===== src/rtl/eimc_pkg.sv =====
// Constants for the extended interrupt mask and comparator 1 control block.
// Assumes an 8-bit special-function-register bus with 8-bit addresses.
package eimc_pkg;

    // ------------------------------------------------------------
    // Register addresses
    // ------------------------------------------------------------
    localparam logic [7:0] EIMC_ADDR_CMP1_CTRL = 8'hBF;
    localparam logic [7:0] EIMC_ADDR_IRQ_MASK  = 8'hE6;

    // ------------------------------------------------------------
    // Reset values
    // ------------------------------------------------------------
    localparam logic [7:0] EIMC_RST_CMP1_CTRL  = 8'h00;
    localparam logic [7:0] EIMC_RST_IRQ_MASK   = 8'h00;
    localparam logic [7:0] EIMC_RDATA_NONE     = 8'h00;

    // ------------------------------------------------------------
    // Mask register bit positions
    // ------------------------------------------------------------
    localparam int EIMC_MSK_TIMER   = 7;
    localparam int EIMC_MSK_CMP1    = 6;
    localparam int EIMC_MSK_CMP0    = 5;
    localparam int EIMC_MSK_PCA     = 4;
    localparam int EIMC_MSK_ADC     = 3;
    localparam int EIMC_MSK_WINDOW  = 2;
    localparam int EIMC_MSK_MATCH   = 1;
    localparam int EIMC_MSK_TWOWIRE = 0;

    // ------------------------------------------------------------
    // Comparator 1 control bit positions
    // ------------------------------------------------------------
    localparam int EIMC_CMP_ON      = 7;
    localparam int EIMC_CMP_OUT     = 6;
    localparam int EIMC_CMP_RISE    = 5;
    localparam int EIMC_CMP_FALL    = 4;
    localparam int EIMC_CMP_HYP_HI  = 3;
    localparam int EIMC_CMP_HYP_LO  = 2;
    localparam int EIMC_CMP_HYN_HI  = 1;
    localparam int EIMC_CMP_HYN_LO  = 0;

    // ------------------------------------------------------------
    // Hysteresis select codes
    // ------------------------------------------------------------
    typedef enum logic [1:0] {
        EIMC_HYST_OFF  = 2'h0,
        EIMC_HYST_5MV  = 2'h1,
        EIMC_HYST_10MV = 2'h2,
        EIMC_HYST_20MV = 2'h3
    } eimc_hyst_e;

endpackage


===== src/rtl/eimc_cmp1_ctrl.sv =====
// Comparator 1 control register: enable, output state, sticky edge flags,
// hysteresis selects. Assumes the comparator result arrives asynchronously.
`timescale 1ns/1ps
module eimc_cmp1_ctrl
    import eimc_pkg::*;
(
    input  wire logic       i_clk,
    input  wire logic       i_resetn,
    input  wire logic       i_cmp_raw,
    input  wire logic       i_wr_en,
    input  wire logic [7:0] i_wdata,
    output logic      [7:0] o_ctrl,
    output logic            o_on,
    output logic            o_rise,
    output logic            o_fall,
    output eimc_hyst_e      o_hyp,
    output eimc_hyst_e      o_hyn
);

    logic sync1_r;
    logic sync2_r;
    logic prev_r;
    logic rise_evt;
    logic fall_evt;

    // ------------------------------------------------------------
    // Synchroniser and edge detection
    // ------------------------------------------------------------
    always_ff @(posedge i_clk) begin
        if (!i_resetn) begin
            sync1_r <= 1'b0;
            sync2_r <= 1'b0;
            prev_r  <= 1'b0;
        end else begin
            sync1_r <= i_cmp_raw;
            sync2_r <= sync1_r;
            prev_r  <= sync2_r;
        end
    end

    // A disabled comparator reads low, so edges are taken only while it runs
    assign rise_evt = o_on & sync2_r & ~prev_r;
    assign fall_evt = o_on & ~sync2_r & prev_r;

    // ------------------------------------------------------------
    // Control fields
    // ------------------------------------------------------------
    always_ff @(posedge i_clk) begin
        if (!i_resetn) begin
            o_on  <= EIMC_RST_CMP1_CTRL[EIMC_CMP_ON];
            o_hyp <= eimc_hyst_e'(EIMC_RST_CMP1_CTRL[EIMC_CMP_HYP_HI:EIMC_CMP_HYP_LO]);
            o_hyn <= eimc_hyst_e'(EIMC_RST_CMP1_CTRL[EIMC_CMP_HYN_HI:EIMC_CMP_HYN_LO]);
        end else if (i_wr_en) begin
            o_on  <= i_wdata[EIMC_CMP_ON];
            o_hyp <= eimc_hyst_e'(i_wdata[EIMC_CMP_HYP_HI:EIMC_CMP_HYP_LO]);
            o_hyn <= eimc_hyst_e'(i_wdata[EIMC_CMP_HYN_HI:EIMC_CMP_HYN_LO]);
        end
    end

    // ------------------------------------------------------------
    // Sticky edge flags; an edge in the clearing cycle wins
    // ------------------------------------------------------------
    always_ff @(posedge i_clk) begin
        if (!i_resetn) begin
            o_rise <= EIMC_RST_CMP1_CTRL[EIMC_CMP_RISE];
        end else if (rise_evt) begin
            o_rise <= 1'b1;
        end else if (i_wr_en) begin
            o_rise <= i_wdata[EIMC_CMP_RISE];
        end
    end

    always_ff @(posedge i_clk) begin
        if (!i_resetn) begin
            o_fall <= EIMC_RST_CMP1_CTRL[EIMC_CMP_FALL];
        end else if (fall_evt) begin
            o_fall <= 1'b1;
        end else if (i_wr_en) begin
            o_fall <= i_wdata[EIMC_CMP_FALL];
        end
    end

    // Output state is read-only; writes to it are dropped
    always_comb begin
        o_ctrl                                  = EIMC_RST_CMP1_CTRL;
        o_ctrl[EIMC_CMP_ON]                     = o_on;
        o_ctrl[EIMC_CMP_OUT]                    = o_on & sync2_r;
        o_ctrl[EIMC_CMP_RISE]                   = o_rise;
        o_ctrl[EIMC_CMP_FALL]                   = o_fall;
        o_ctrl[EIMC_CMP_HYP_HI:EIMC_CMP_HYP_LO] = o_hyp;
        o_ctrl[EIMC_CMP_HYN_HI:EIMC_CMP_HYN_LO] = o_hyn;
    end
endmodule


===== src/rtl/eimc_top.sv =====
// Extended interrupt mask and comparator 1 control, reached over the
// special-function-register bus. Flags other than comparator 1 come from
// logic on the same clock; the comparator 1 result is asynchronous.
//
// Contract
// - Mask bit 7 gates both timer overflow flags onto the timer request.
// - Mask bit 6 gates comparator 1 rising or falling flag onto its request.
// - Mask bit 5 gates comparator 0 rising or falling flag onto its request.
// - Mask bit 4 gates every counter array request.
// - Mask bit 3 gates the conversion-done flag.
// - Mask bit 2 gates the window-compare flag.
// - Mask bit 1 gates port-match requests.
// - Comparator control bit 7 switches comparator 1 on or off.
// - Control bit 6 is read-only comparator output, low when plus below minus.
// - Bit 5 sets on rising edge, stays until software writes zero.
// - Bit 4 sets on falling edge, stays until software writes zero.
// - Bits 3:2 positive hysteresis: off, 5, 10, 20 mV.
// - Bits 1:0 negative hysteresis: off, 5, 10, 20 mV.
`timescale 1ns/1ps
module eimc_top
    import eimc_pkg::*;
(
    input  wire logic       I_CLK,
    input  wire logic       I_RESETN,
    input  wire logic [7:0] I_SFR_ADDR,
    input  wire logic [7:0] I_SFR_WDATA,
    input  wire logic       I_SFR_WE,
    input  wire logic       I_SFR_RE,
    input  wire logic       I_TIMER_LOW_OVF,
    input  wire logic       I_TIMER_HIGH_OVF,
    input  wire logic       I_CMP0_RISE_FLAG,
    input  wire logic       I_CMP0_FALL_FLAG,
    input  wire logic       I_PCA_REQ,
    input  wire logic       I_CONV_DONE_FLAG,
    input  wire logic       I_WINDOW_FLAG,
    input  wire logic       I_PORT_MATCH,
    input  wire logic       I_CMP1_RAW,
    output logic      [7:0] O_SFR_RDATA,
    output logic            O_SFR_RVALID,
    output logic            O_TIMER_IRQ,
    output logic            O_CMP1_IRQ,
    output logic            O_CMP0_IRQ,
    output logic            O_PCA_IRQ,
    output logic            O_CONV_DONE_IRQ,
    output logic            O_WINDOW_IRQ,
    output logic            O_PORT_MATCH_IRQ,
    output logic            O_CMP1_ON,
    output logic      [1:0] O_CMP1_HYP,
    output logic      [1:0] O_CMP1_HYN
);

    logic [7:0] irq_mask_r;
    logic [7:0] cmp_ctrl;
    logic       cmp_on;
    logic       cmp_rise;
    logic       cmp_fall;
    eimc_hyst_e cmp_hyp;
    eimc_hyst_e cmp_hyn;
    logic       wr_mask;
    logic       wr_cmp;
    logic [7:0] rdata_nxt;

    // ------------------------------------------------------------
    // Register decode
    // ------------------------------------------------------------
    assign wr_mask = I_SFR_WE & (I_SFR_ADDR == EIMC_ADDR_IRQ_MASK);
    assign wr_cmp  = I_SFR_WE & (I_SFR_ADDR == EIMC_ADDR_CMP1_CTRL);

    always_ff @(posedge I_CLK) begin
        if (!I_RESETN) begin
            irq_mask_r <= EIMC_RST_IRQ_MASK;
        end else if (wr_mask) begin
            irq_mask_r <= I_SFR_WDATA;
        end
    end

    // Unmapped addresses read zero so the core sees a defined value
    always_comb begin
        case (I_SFR_ADDR)
            EIMC_ADDR_IRQ_MASK:  rdata_nxt = irq_mask_r;
            EIMC_ADDR_CMP1_CTRL: rdata_nxt = cmp_ctrl;
            default:             rdata_nxt = EIMC_RDATA_NONE;
        endcase
    end

    always_ff @(posedge I_CLK) begin
        if (!I_RESETN) begin
            O_SFR_RDATA  <= EIMC_RDATA_NONE;
            O_SFR_RVALID <= 1'b0;
        end else begin
            O_SFR_RVALID <= I_SFR_RE;
            if (I_SFR_RE) begin
                O_SFR_RDATA <= rdata_nxt;
            end
        end
    end

    // ------------------------------------------------------------
    // Comparator 1 control
    // ------------------------------------------------------------
    eimc_cmp1_ctrl u_cmp1 (
        .i_clk    (I_CLK),
        .i_resetn (I_RESETN),
        .i_cmp_raw(I_CMP1_RAW),
        .i_wr_en  (wr_cmp),
        .i_wdata  (I_SFR_WDATA),
        .o_ctrl   (cmp_ctrl),
        .o_on     (cmp_on),
        .o_rise   (cmp_rise),
        .o_fall   (cmp_fall),
        .o_hyp    (cmp_hyp),
        .o_hyn    (cmp_hyn)
    );

    // Mirrors add one cycle so every top output leaves a flip-flop
    always_ff @(posedge I_CLK) begin
        if (!I_RESETN) begin
            O_CMP1_ON  <= EIMC_RST_CMP1_CTRL[EIMC_CMP_ON];
            O_CMP1_HYP <= EIMC_RST_CMP1_CTRL[EIMC_CMP_HYP_HI:EIMC_CMP_HYP_LO];
            O_CMP1_HYN <= EIMC_RST_CMP1_CTRL[EIMC_CMP_HYN_HI:EIMC_CMP_HYN_LO];
        end else begin
            O_CMP1_ON  <= cmp_on;
            O_CMP1_HYP <= cmp_hyp;
            O_CMP1_HYN <= cmp_hyn;
        end
    end

    // ------------------------------------------------------------
    // Request gating, re-evaluated every clock
    // ------------------------------------------------------------
    // The core owns flag clearing, so a request drops one cycle after its
    // mask bit or its last pending flag drops.
    always_ff @(posedge I_CLK) begin
        if (!I_RESETN) begin
            O_TIMER_IRQ      <= 1'b0;
            O_CMP1_IRQ       <= 1'b0;
            O_CMP0_IRQ       <= 1'b0;
            O_PCA_IRQ        <= 1'b0;
            O_CONV_DONE_IRQ  <= 1'b0;
            O_WINDOW_IRQ     <= 1'b0;
            O_PORT_MATCH_IRQ <= 1'b0;
        end else begin
            O_TIMER_IRQ      <= irq_mask_r[EIMC_MSK_TIMER]
                                & (I_TIMER_LOW_OVF | I_TIMER_HIGH_OVF);
            O_CMP1_IRQ       <= irq_mask_r[EIMC_MSK_CMP1]
                                & (cmp_rise | cmp_fall);
            O_CMP0_IRQ       <= irq_mask_r[EIMC_MSK_CMP0]
                                & (I_CMP0_RISE_FLAG | I_CMP0_FALL_FLAG);
            O_PCA_IRQ        <= irq_mask_r[EIMC_MSK_PCA] & I_PCA_REQ;
            O_CONV_DONE_IRQ  <= irq_mask_r[EIMC_MSK_ADC] & I_CONV_DONE_FLAG;
            O_WINDOW_IRQ     <= irq_mask_r[EIMC_MSK_WINDOW] & I_WINDOW_FLAG;
            O_PORT_MATCH_IRQ <= irq_mask_r[EIMC_MSK_MATCH] & I_PORT_MATCH;
        end
    end
endmodule


===== config.mk =====
export PLATFORM = sky130hd
export DESIGN_NAME = eimc_top
export DESIGN_NICKNAME = d
export VERILOG_FILES = /design/src/rtl/eimc_pkg.sv /design/src/rtl/eimc_cmp1_ctrl.sv /design/src/rtl/eimc_top.sv
export SDC_FILE = /design/constraint.sdc
export NUM_CORES = 1
export LEC_CHECK = 0
export BUFFER_PORTS_ARGS = -buffer_cell sky130_fd_sc_hd__buf_2
export CORE_ASPECT_RATIO = 0.75
export CORE_MARGIN = 2
export CORE_UTILIZATION = 40
export DETAILED_ROUTE_END_ITERATION = 16
export PLACE_DENSITY = 0.66
export RECOVER_POWER = 100
export SLEW_MARGIN = 20
export SYNTH_ARGS = -nofsm -noshare
export SYNTH_HDL_FRONTEND = slang
export SYNTH_HIERARCHICAL = 1
export SYNTH_SLANG_ARGS = --single-unit

===== constraint.sdc =====
create_clock -name I_CLK -period 1.85 [get_ports I_CLK]
set_input_delay 0.0925 -clock I_CLK [delete_from_list [all_inputs] [get_ports I_CLK]]
set_output_delay 0.0925 -clock I_CLK [all_outputs]
set_load 0.02 [all_outputs]

==> results of run 1 <==
==> layer usage <==
metal | wire, um | vias to the layer above | global-route usage | share of wire
li1 | - | 632 | - | -
met1 | 1480 | 530 | 0.201 | 0.50
met2 | 1270 | 35 | 0.213 | 0.43
met3 | 185 | 7 | 0.0495 | 0.062
met4 | 50 | 0 | 0.0677 | 0.017
met5 | 0 | - | 0 | 0
==> state kept, by name (all words and copies together) (netlist names), 2 cells and up <==
name,count
irq_mask_r,8
O_SFR_RDATA,8
u_cmp1/o_hyn,2
u_cmp1/o_hyp,2
O_CMP1_HYN,2
O_CMP1_HYP,2
==> stage by stage <==
stage,cells,cell area [sq um],setup slack (ps)
2_1_floorplan,162,1520,405
3_3_place_gp,252,1770,259
3_5_place_dp,252,1770,243
4_1_cts,262,1890,548
5_1_grt,262,1850,303
6_report,262,1850,523
==> kinds of logic after synthesis <==
group | Yosys count | synth area share
multiplexers | 15 | 0.0987
buffers and inverters | 17 | 0.0699
flip-flops | 39 | 0.513
AO/OA/AOI/OAI | 18 | 0.0888
AND/OR/NAND/NOR | 73 | 0.229
==> power groups by stage <==
stage | registers (W) | logic [W] | clock network, W
floorplan | 0.000866 | 0.0000368 | 0
global placement | 0.000864 | 0.0000795 | 0
finish | 0.000845 | 0.0000806 | 0.000618
global route | 0.000845 | 0.0000921 | 0.000673
CTS | 0.000845 | 0.0000833 | 0.000642
detailed placement | 0.000864 | 0.0000798 | 0
==> final cells by class <==
cell class,instances,area share
timing repair buffer,56,0.143
clock buffer,8,0.0542
multi-input combinational,106,0.343
inverter,1,0.00203
sequential,39,0.422
tap,52,0.0352
==> placed cells by master, fill, tap and decap left out, drive strengths merged <==
master,netlist,layout
nor2,22,22
nand4,1,1
nor2b,6,6
o22ai,8,8
a22o,8,8
or4b,1,1
nor3,1,1
buf,10,29
dlygate4sd3,0,2
nand4b,1,1
or3,1,1
inv,1,1
dfxtp,39,39
nand3b,2,2
clkbuf,6,33
mux2i,15,15
nand2,24,24
and2,10,10
a21boi,2,2
and3,4,4
==> final timing paths <==
kind                         start             end  cells after the start
setup reg to reg       u_cmp1/o_on  O_SFR_RDATA[6]                      4
setup / recovery          I_RESETN  O_SFR_RDATA[1]                      5
hold reg to reg     u_cmp1/sync1_r  u_cmp1/sync2_r                      1
hold / removal    I_TIMER_HIGH_OVF     O_TIMER_IRQ                      3
==> worst min-delay path: stages <==
cell	delay [ps]
buf_2	80
nor2_1	30
nor2_1	60
==> results.json, run 1 <==
{
  "status": "completed",
  "max_freq_mhz": 754,
  "critPathMaxStageDelay_ps": 650,
  "hold_buffers": 2,
  "die_w_um": 75.2,
  "ir_worst_vdd_uv": 437,
  "wirelength_um": 2990,
  "p_total_w": 0.00154,
  "powerDensity_nw_per_um2": 835,
  "fin_crit_ps": 1330,
  "core_area_sq_um": 3660,
  "clockBufferDepth": 2,
  "power_leakage_nw": 0.764,
  "syn2layout_area_growth_pct": 21.5,
  "via_per_inst": 4.60,
  "drtAntennaViolNets": 0,
  "fin_crit_sh": 0.717,
  "maxCapViolCount": 0,
  "clock_skew_ps": 2.40,
  "antenna_cells": 0,
  "regArea_sq_um": 781,
  "remaining_drc_errors": 0,
  "syn_area_sq_um": 1520,
  "cts_root_buffer": "clkbuf_8",
  "die_area_sq_um": 4320,
  "whs_ps": 9.64,
  "cp_max_fo": 25,
  "synth_warnings": 6,
  "hold_viol_final": 0,
  "grt_max_degree": 26,
  "clockPowerShare": 0.400,
  "vias": 1204,
  "rsz0062_at_grt": "no",
  "timing.setup.tns_ps": 0,
  "cts_tree": "done",
  "grt_pass1_vias": 1053,
  "post_cts_buffers": 0,
  "cp_slowest_cell": "clkbuf_1",
  "post_cts_resized": 0,
  "htree_levels": 2,
  "cp_cell_sequence": "buf_2 > clkbuf_1 > nand2_1 > o22ai_1 > a22o_1",
  "worst_hold_path_type": "in -> reg",
  "yosys-top-cells-area": "dfxtp_1, mux2i_1, nand2_1",
  "grt-ovfl-total": 0,
  "yosysSeqAreaShare": 0.513,
  "ys_types": 21,
  "synth-edff-count": 0,
  "p_switching_w": 0.000321,
  "firstDrtPassIters": 4,
  "cp_top_family": "buffers and inverters",
  "grt_pass1_wl_um": 4680,
  "clk_latency_ps": 290,
  "start_util": 0.416,
  "syn_avg_cell_area_sq_um": 9.39,
  "yosys.area.top_type": "dfxtp_1",
  "crit_type": "in -> reg",
  "p_int_w": 0.00122,
  "multi_input_area_sq_um": 634,
  "yosysMostFrequentCell": "dfxtp_1",
  "rows": 19,
  "port-buffer-count": 49,
  "maxSlewViolCount": 0,
  "setup_viol": 0,
  "ios": 50,
  "wl_per_cell_um": 11.4,
  "fin_util": 0.505,
  "synth_top_area_share": 0.513,
  "switching_share": 0.208,
  "start_kind": "primary input",
  "syn_nets": 191,
  "fillers": 400,
  "fin_nets": 238,
  "path_buf_inv": 2,
  "drt_iter0_drc": 38,
  "r2r_slack_ps": 900,
  "cp.arrival_ps": 1560,
  "antenna_found_initial": 0,
  "tightest_slew_ps": 799,
  "power_frac_seq": 0.548,
  "synth_common_cells": "dfxtp_1, nand2_1, nor2_1",
  "numCtsBuffers": 5,
  "timing.slew.headroom": 0.467,
  "die_h_um": 57.4,
  "synth_ff_type": "dfxtp_1",
  "comb_power_share": 0.052,
  "grt_use_total": 0.148,
  "ys_async_sr_fraction": 0,
  "endpoint_kind": "register",
  "cp.required_ps": 2080,
  "syn_inst": 162,
  "gp_congestion": 0.702,
  "drive_gt1_frac": 0.171,
  "dp.final_hpwl_um": 2170,
  "clkSinkCount": 39,
  "path_clk_slew_ps": 70,
  "synth_seq_cells": 39
}
(Power assumes the default switching activity.)
==> inputs of run 2 (changes only) <==
--- a/config.mk
+++ b/config.mk
@@ -5,12 +5,12 @@
 export SDC_FILE = /design/constraint.sdc
 export NUM_CORES = 1
 export LEC_CHECK = 0
+export ABC_AREA = 1
 export BUFFER_PORTS_ARGS = -buffer_cell sky130_fd_sc_hd__buf_2
 export CORE_ASPECT_RATIO = 0.75
 export CORE_MARGIN = 2
 export CORE_UTILIZATION = 40
 export DETAILED_ROUTE_END_ITERATION = 16
-export PLACE_DENSITY = 0.66
 export RECOVER_POWER = 100
 export SLEW_MARGIN = 20
 export SYNTH_ARGS = -nofsm -noshare
==> constraint.sdc (replaced) <==
create_clock -name I_CLK -period 1.3 [get_ports I_CLK]
set_input_delay 0.065 -clock I_CLK [delete_from_list [all_inputs] [get_ports I_CLK]]
set_output_delay 0.065 -clock I_CLK [all_outputs]
set_load 0.02 [all_outputs]
==> run 2 against run 1 <==
  * Sequential share of layout area is 2.9 points lower
  * Clock power rose by 21%
  * Worst setup slack worse by 210 ps
  * Final cell count up 28%
  * Largest cell class unchanged
==> results.json, run 2 <==
{
  "crit_type": "in -> reg",
  "syn_avg_cell_area_sq_um": 7.11,
  "powerDensity_nw_per_um2": 1090,
  "cts_tree": "done",
  "clockBufferDepth": 2,
  "path_clk_slew_ps": 70,
  "r2r_slack_ps": 430,
  "ir_worst_vdd_uv": 660,
  "placed_area_sq_um": 1890,
  "layout_common_cells": "nor2_1, nand2_1, dfxtp_1",
  "ys_types": 17,
  "fin_nets": 311,
  "drive_gt1_frac": 0.153,
  "yosysMostFrequentCell": "nor2_1",
  "whs_ps": 11.3,
  "syn_area_sq_um": 1640,
  "yosys.area.top_type": "dfxtp_1",
  "synth_ff_type": "dfxtp_1",
  "synth-edff-count": 0,
  "status": "completed",
  "antenna_cells": 0,
  "grt_use_total": 0.161,
  "yosys-top-cells-area": "dfxtp_1, nor2_1, nand2_1",
  "wl_per_cell_um": 10.1,
  "clk_latency_ps": 290,
  "place_ws_ps": 131,
  "cp.arrival_ps": 1220,
  "reg_top3": "O_SFR_RDATA x8, irq_mask_r x8",
  "synth_warnings": 6,
  "final_cell_area_sq_um": 1980,
  "post_cts_resized": 0,
  "synth_seq_cells": 39,
  "wirelength_um": 3390,
  "timing.setup.tns_ps": 0,
  "rows": 20,
  "numCtsBuffers": 5,
  "die_area_sq_um": 4640,
  "final_common_cell": "nor2_1",
  "firstDrtPassIters": 4,
  "dp.final_hpwl_um": 2370,
  "clock_skew_ps": 3.31,
  "syn2layout_area_growth_pct": 20.7,
  "htree_levels": 2,
  "yosysSeqAreaShare": 0.475,
  "remaining_drc_errors": 0,
  "via_per_inst": 4.36,
  "fin_util": 0.495,
  "fin_crit_sh": 0.758,
  "die_w_um": 78,
  "cts_root_buffer": "clkbuf_8",
  "syn_nets": 260,
  "fillers": 440,
  "tightest_slew_ps": 953,
  "start_kind": "primary input",
  "syn_inst": 231,
  "grt_max_degree": 24,
  "drt_iter0_drc": 104,
  "core_area_sq_um": 4000,
  "ys_async_sr_fraction": 0,
  "cp_max_fo": 23,
  "antenna_found_initial": 0,
  "setup_viol": 0,
  "port-buffer-count": 49,
  "clkSinkCount": 39,
  "hold_viol_final": 0,
  "maxCapViolCount": 0,
  "post_cts_buffers": 0,
  "vias": 1465,
  "hold_buffers": 5,
  "rsz0062_at_grt": "no",
  "max_freq_mhz": 1010,
  "die_h_um": 59.5,
  "grt-ovfl-total": 0,
  "timing.slew.headroom": 0.365,
  "synth_common_cells": "nor2_1, nand2_1, dfxtp_1",
  "endpoint_kind": "register",
  "maxSlewViolCount": 0,
  "synth_top_area_share": 0.475,
  "start_util": 0.410,
  "grt_pass1_vias": 1269,
  "fin_crit_ps": 986,
  "grt_pass1_wl_um": 5680,
  "gp_congestion": 0.738,
  "finalWorstSetupSlack_ps": 314,
  "cp.required_ps": 1530,
  "worst_hold_path_type": "in -> reg",
  "power_leakage_nw": 1.06,
  "ios": 50,
  "drtAntennaViolNets": 0
}
-- run 2: layout make-up --
class / instances / area (sq um) / area share
tap: 55 / 68.8 / 0.0347
sequential: 39 / 781 / 0.394
timing repair buffer: 57 / 288 / 0.145
inverter: 39 / 146 / 0.0738
multi-input combinational: 140 / 627 / 0.316
clock buffer: 6 / 72.6 / 0.0366
-- run 2: worst paths after layout --
| check | from | endpoint | depth (start not counted) |
|---|---|---|---|
| setup / recovery | I_RESETN | u_cmp1/o_hyn[0] | 4 |
| hold / removal | I_SFR_WDATA[5] | irq_mask_r[5] | 3 |
| setup reg to reg | u_cmp1/o_on | O_SFR_RDATA[6] | 6 |
| hold reg to reg | u_cmp1/sync1_r | u_cmp1/sync2_r | 2 |
-- run 2: power by group --
part	total, W	leakage [nW]	internal, W	switching, W
Sequential	0.00122	0.316	0.00121	0.00000899
Combinational	0.000187	0.708	0.0000751	0.000112
Clock	0.000746	0.0371	0.000357	0.000389
-- run 2: metrics by stage --
stage,total power [W],cells
after global routing,0.00226,336
after detailed placement,0.00143,325
after global placement,0.00143,325
final,0.00216,336
after CTS,0.00220,336
after floorplan,0.00135,231
-- run 2: metal layers --
| layer | track usage | vias to the layer above | routed length, um |
|---|---|---|---|
| li1 | - | 782 | - |
| met1 | 0.209 | 633 | 1650 |
| met2 | 0.245 | 43 | 1430 |
| met3 | 0.0473 | 7 | 239 |
| met4 | 0.0902 | 0 | 75 |
| met5 | 0 | - | 0 |
-- run 2: kinds of logic after synthesis --
family | Yosys count | share of synthesized area
flip-flops | 39 | 0.475
AND/OR/NAND/NOR | 133 | 0.360
buffers and inverters | 52 | 0.143
AO/OA/AOI/OAI | 7 | 0.0213
-- run 2: critical path, cell delays in order --
cell and delay (ps):
buf_2 80, clkbuf_1 710, o21ai_0 230, nor2_1 130
==> inputs of run 3 (changes only) <==
==> constraint.sdc (replaced) <==
create_clock -name I_CLK -period 1 [get_ports I_CLK]
set_input_delay 0.05 -clock I_CLK [delete_from_list [all_inputs] [get_ports I_CLK]]
set_output_delay 0.05 -clock I_CLK [all_outputs]
set_load 0.02 [all_outputs]
==> run 3 against run 2 <==
  * Final area up 1.8%
  * Critical path type is now reg -> out
  * Wire length grew 1.5%
  * Power grew 29%
  * Critical endpoint is now O_SFR_RDATA[6]
  * Non-clock buffer count increased by 5
  * Hold slack improved by 1.4 ps
  * Die area did not move
  * Core utilization increased by 0.88 points
  * Count of clock-buffer cells in the layout unchanged
  * Via count increased by 1.5%
  * Register-to-register slack lost 290 ps
  * Worst setup slack lost 230 ps
  * Final cell count increased by 1.5%
==> results.json, run 3 (synthesis gave the netlist of run 2 again) <==
{
  "status": "completed",
  "syn2layout_area_growth_pct": 22.8,
  "die_w_um": 78,
  "worst_hold_path_type": "in -> reg",
  "drtAntennaViolNets": 0,
  "grt_use_total": 0.161,
  "drt_iter0_drc": 69,
  "cp_slowest_cell": "dfxtp_1",
  "rows": 20,
  "p_switching_w": 0.000640,
  "wirelength_um": 3450,
  "grt-ovfl-total": 0,
  "final_cell_area_sq_um": 2020,
  "clockBufferDepth": 2,
  "busiest_layer": "met2",
  "max_freq_mhz": 1100,
  "grt_util_met2": 0.259,
  "reg_top3": "O_SFR_RDATA x8, irq_mask_r x8",
  "cp_top_family": "flip-flops",
  "power_leakage_nw": 1.09,
  "comb_power_share": 0.091,
  "whs_ps": 12.7,
  "timing.slew.headroom": 0.709,
  "cp_cell_sequence": "clkbuf_1",
  "firstDrtPassIters": 4,
  "endpoint_kind": "primary output",
  "min_path_cells": 3,
  "critPathMaxStageDelay_ps": 330,
  "remaining_drc_errors": 0,
  "powerDensity_nw_per_um2": 1380,
  "layout_common_cells": "nor2_1, nand2_1, dfxtp_1",
  "clock_skew_ps": 3.43,
  "numCtsBuffers": 5,
  "rsz0062_at_grt": "no",
  "fin_nets": 316,
  "multi_input_area_sq_um": 622,
  "port-buffer-count": 49,
  "regArea_sq_um": 781,
  "dp.final_hpwl_um": 2530,
  "fillers": 444,
  "maxSlewViolCount": 0,
  "path_buf_inv": 1,
  "ios": 50,
  "setup_viol": 0,
  "placed_area_sq_um": 1930,
  "grt_pass1_wl_um": 5620,
  "tightest_slew_ps": 437,
  "post_cts_buffers": 0,
  "cts_tree": "done",
  "clockPowerShare": 0.339,
  "core_area_sq_um": 4000,
  "cp.depth": 1,
  "antenna_found_initial": 0,
  "antenna_cells": 0,
  "wl_per_cell_um": 10.1,
  "drive_gt1_frac": 0.168,
  "cp.required_ps": 950,
  "grt_max_degree": 24,
  "cp.arrival_ps": 860,
  "die_h_um": 59.5,
  "fin_crit_sh": 0.913,
  "vias": 1487,
  "htree_levels": 2,
  "clkSinkCount": 39,
  "power_frac_seq": 0.570,
  "use_met1": 0.198,
  "path_clk_slew_ps": 70,
  "ir_worst_vdd_uv": 773,
  "clk_latency_ps": 280,
  "switching_share": 0.230,
  "maxCapViolCount": 0,
  "die_area_sq_um": 4640,
  "timing.setup.tns_ps": 0,
  "post_cts_resized": 0,
  "hold_viol_final": 0,
  "cts_root_buffer": "clkbuf_8",
  "p_int_w": 0.00215,
  "crit_type": "reg -> out",
  "gp_congestion": 0.764,
  "cp_max_fo": 2,
  "via_per_inst": 4.36,
  "final_common_cell": "nor2_1",
  "start_util": 0.410,
  "start_kind": "register",
  "use_met3": 0.0610,
  "grt_pass1_vias": 1311,
  "worstRegToRegCells": 6,
  "fin_crit_ps": 913
}
==> run 3: layout make-up <==
cell class                      instances  area share
Clock buffer                            6      0.0360
Inverter                               39      0.0725
Multi-Input combinational cell        140       0.308
Sequential cell                        39       0.387
Tap cell                               55      0.0341
Timing Repair Buffer                   62       0.162
==> run 3: worst paths after layout <==
check             slack, ps      startpoint         endpoint
setup reg to reg        140     u_cmp1/o_on   O_SFR_RDATA[6]
hold reg to reg         420  u_cmp1/sync1_r   u_cmp1/sync2_r
setup / recovery         90  O_SFR_RDATA[6]   O_SFR_RDATA[6]
hold / removal           10  I_SFR_WDATA[0]  u_cmp1/o_hyn[0]
==> run 3: metrics by stage <==
step / worst slack (ps) / instances / power (W) / utilization
6_report: 87.4 / 341 / 0.00279 / 0.504
5_1_grt: 30.3 / 341 / 0.00294 / 0.504
4_1_cts: 123 / 341 / 0.00284 / 0.515
3_5_place_dp: 4.97 / 329 / 0.00187 / 0.482
3_3_place_gp: 18.8 / 329 / 0.00187 / 0.482
2_1_floorplan: 39.2 / 231 / 0.00176 / -
==> run 3: repair_timing <==
item	CTS	global route
setup endpoints to repair	0	0
endpoints found under the hold margin	6	0
hold buffers	6	0
==> run 3: power by group through the flow <==
stage          sequential (W)  clock, W  combinational, W
3_5_place_dp          0.00162         0          0.000250
6_report              0.00159  0.000944          0.000255
4_1_cts               0.00159  0.000986          0.000269
3_3_place_gp          0.00162         0          0.000248
2_1_floorplan         0.00165         0          0.000110
5_1_grt               0.00159   0.00106          0.000285
==> run 3: layer usage <==
layer | share of wire | vias up
li1 | - | 794
met4 | 0.015 | 0
met1 | 0.47 | 644
met5 | 0 | -
met3 | 0.077 | 5
met2 | 0.43 | 44
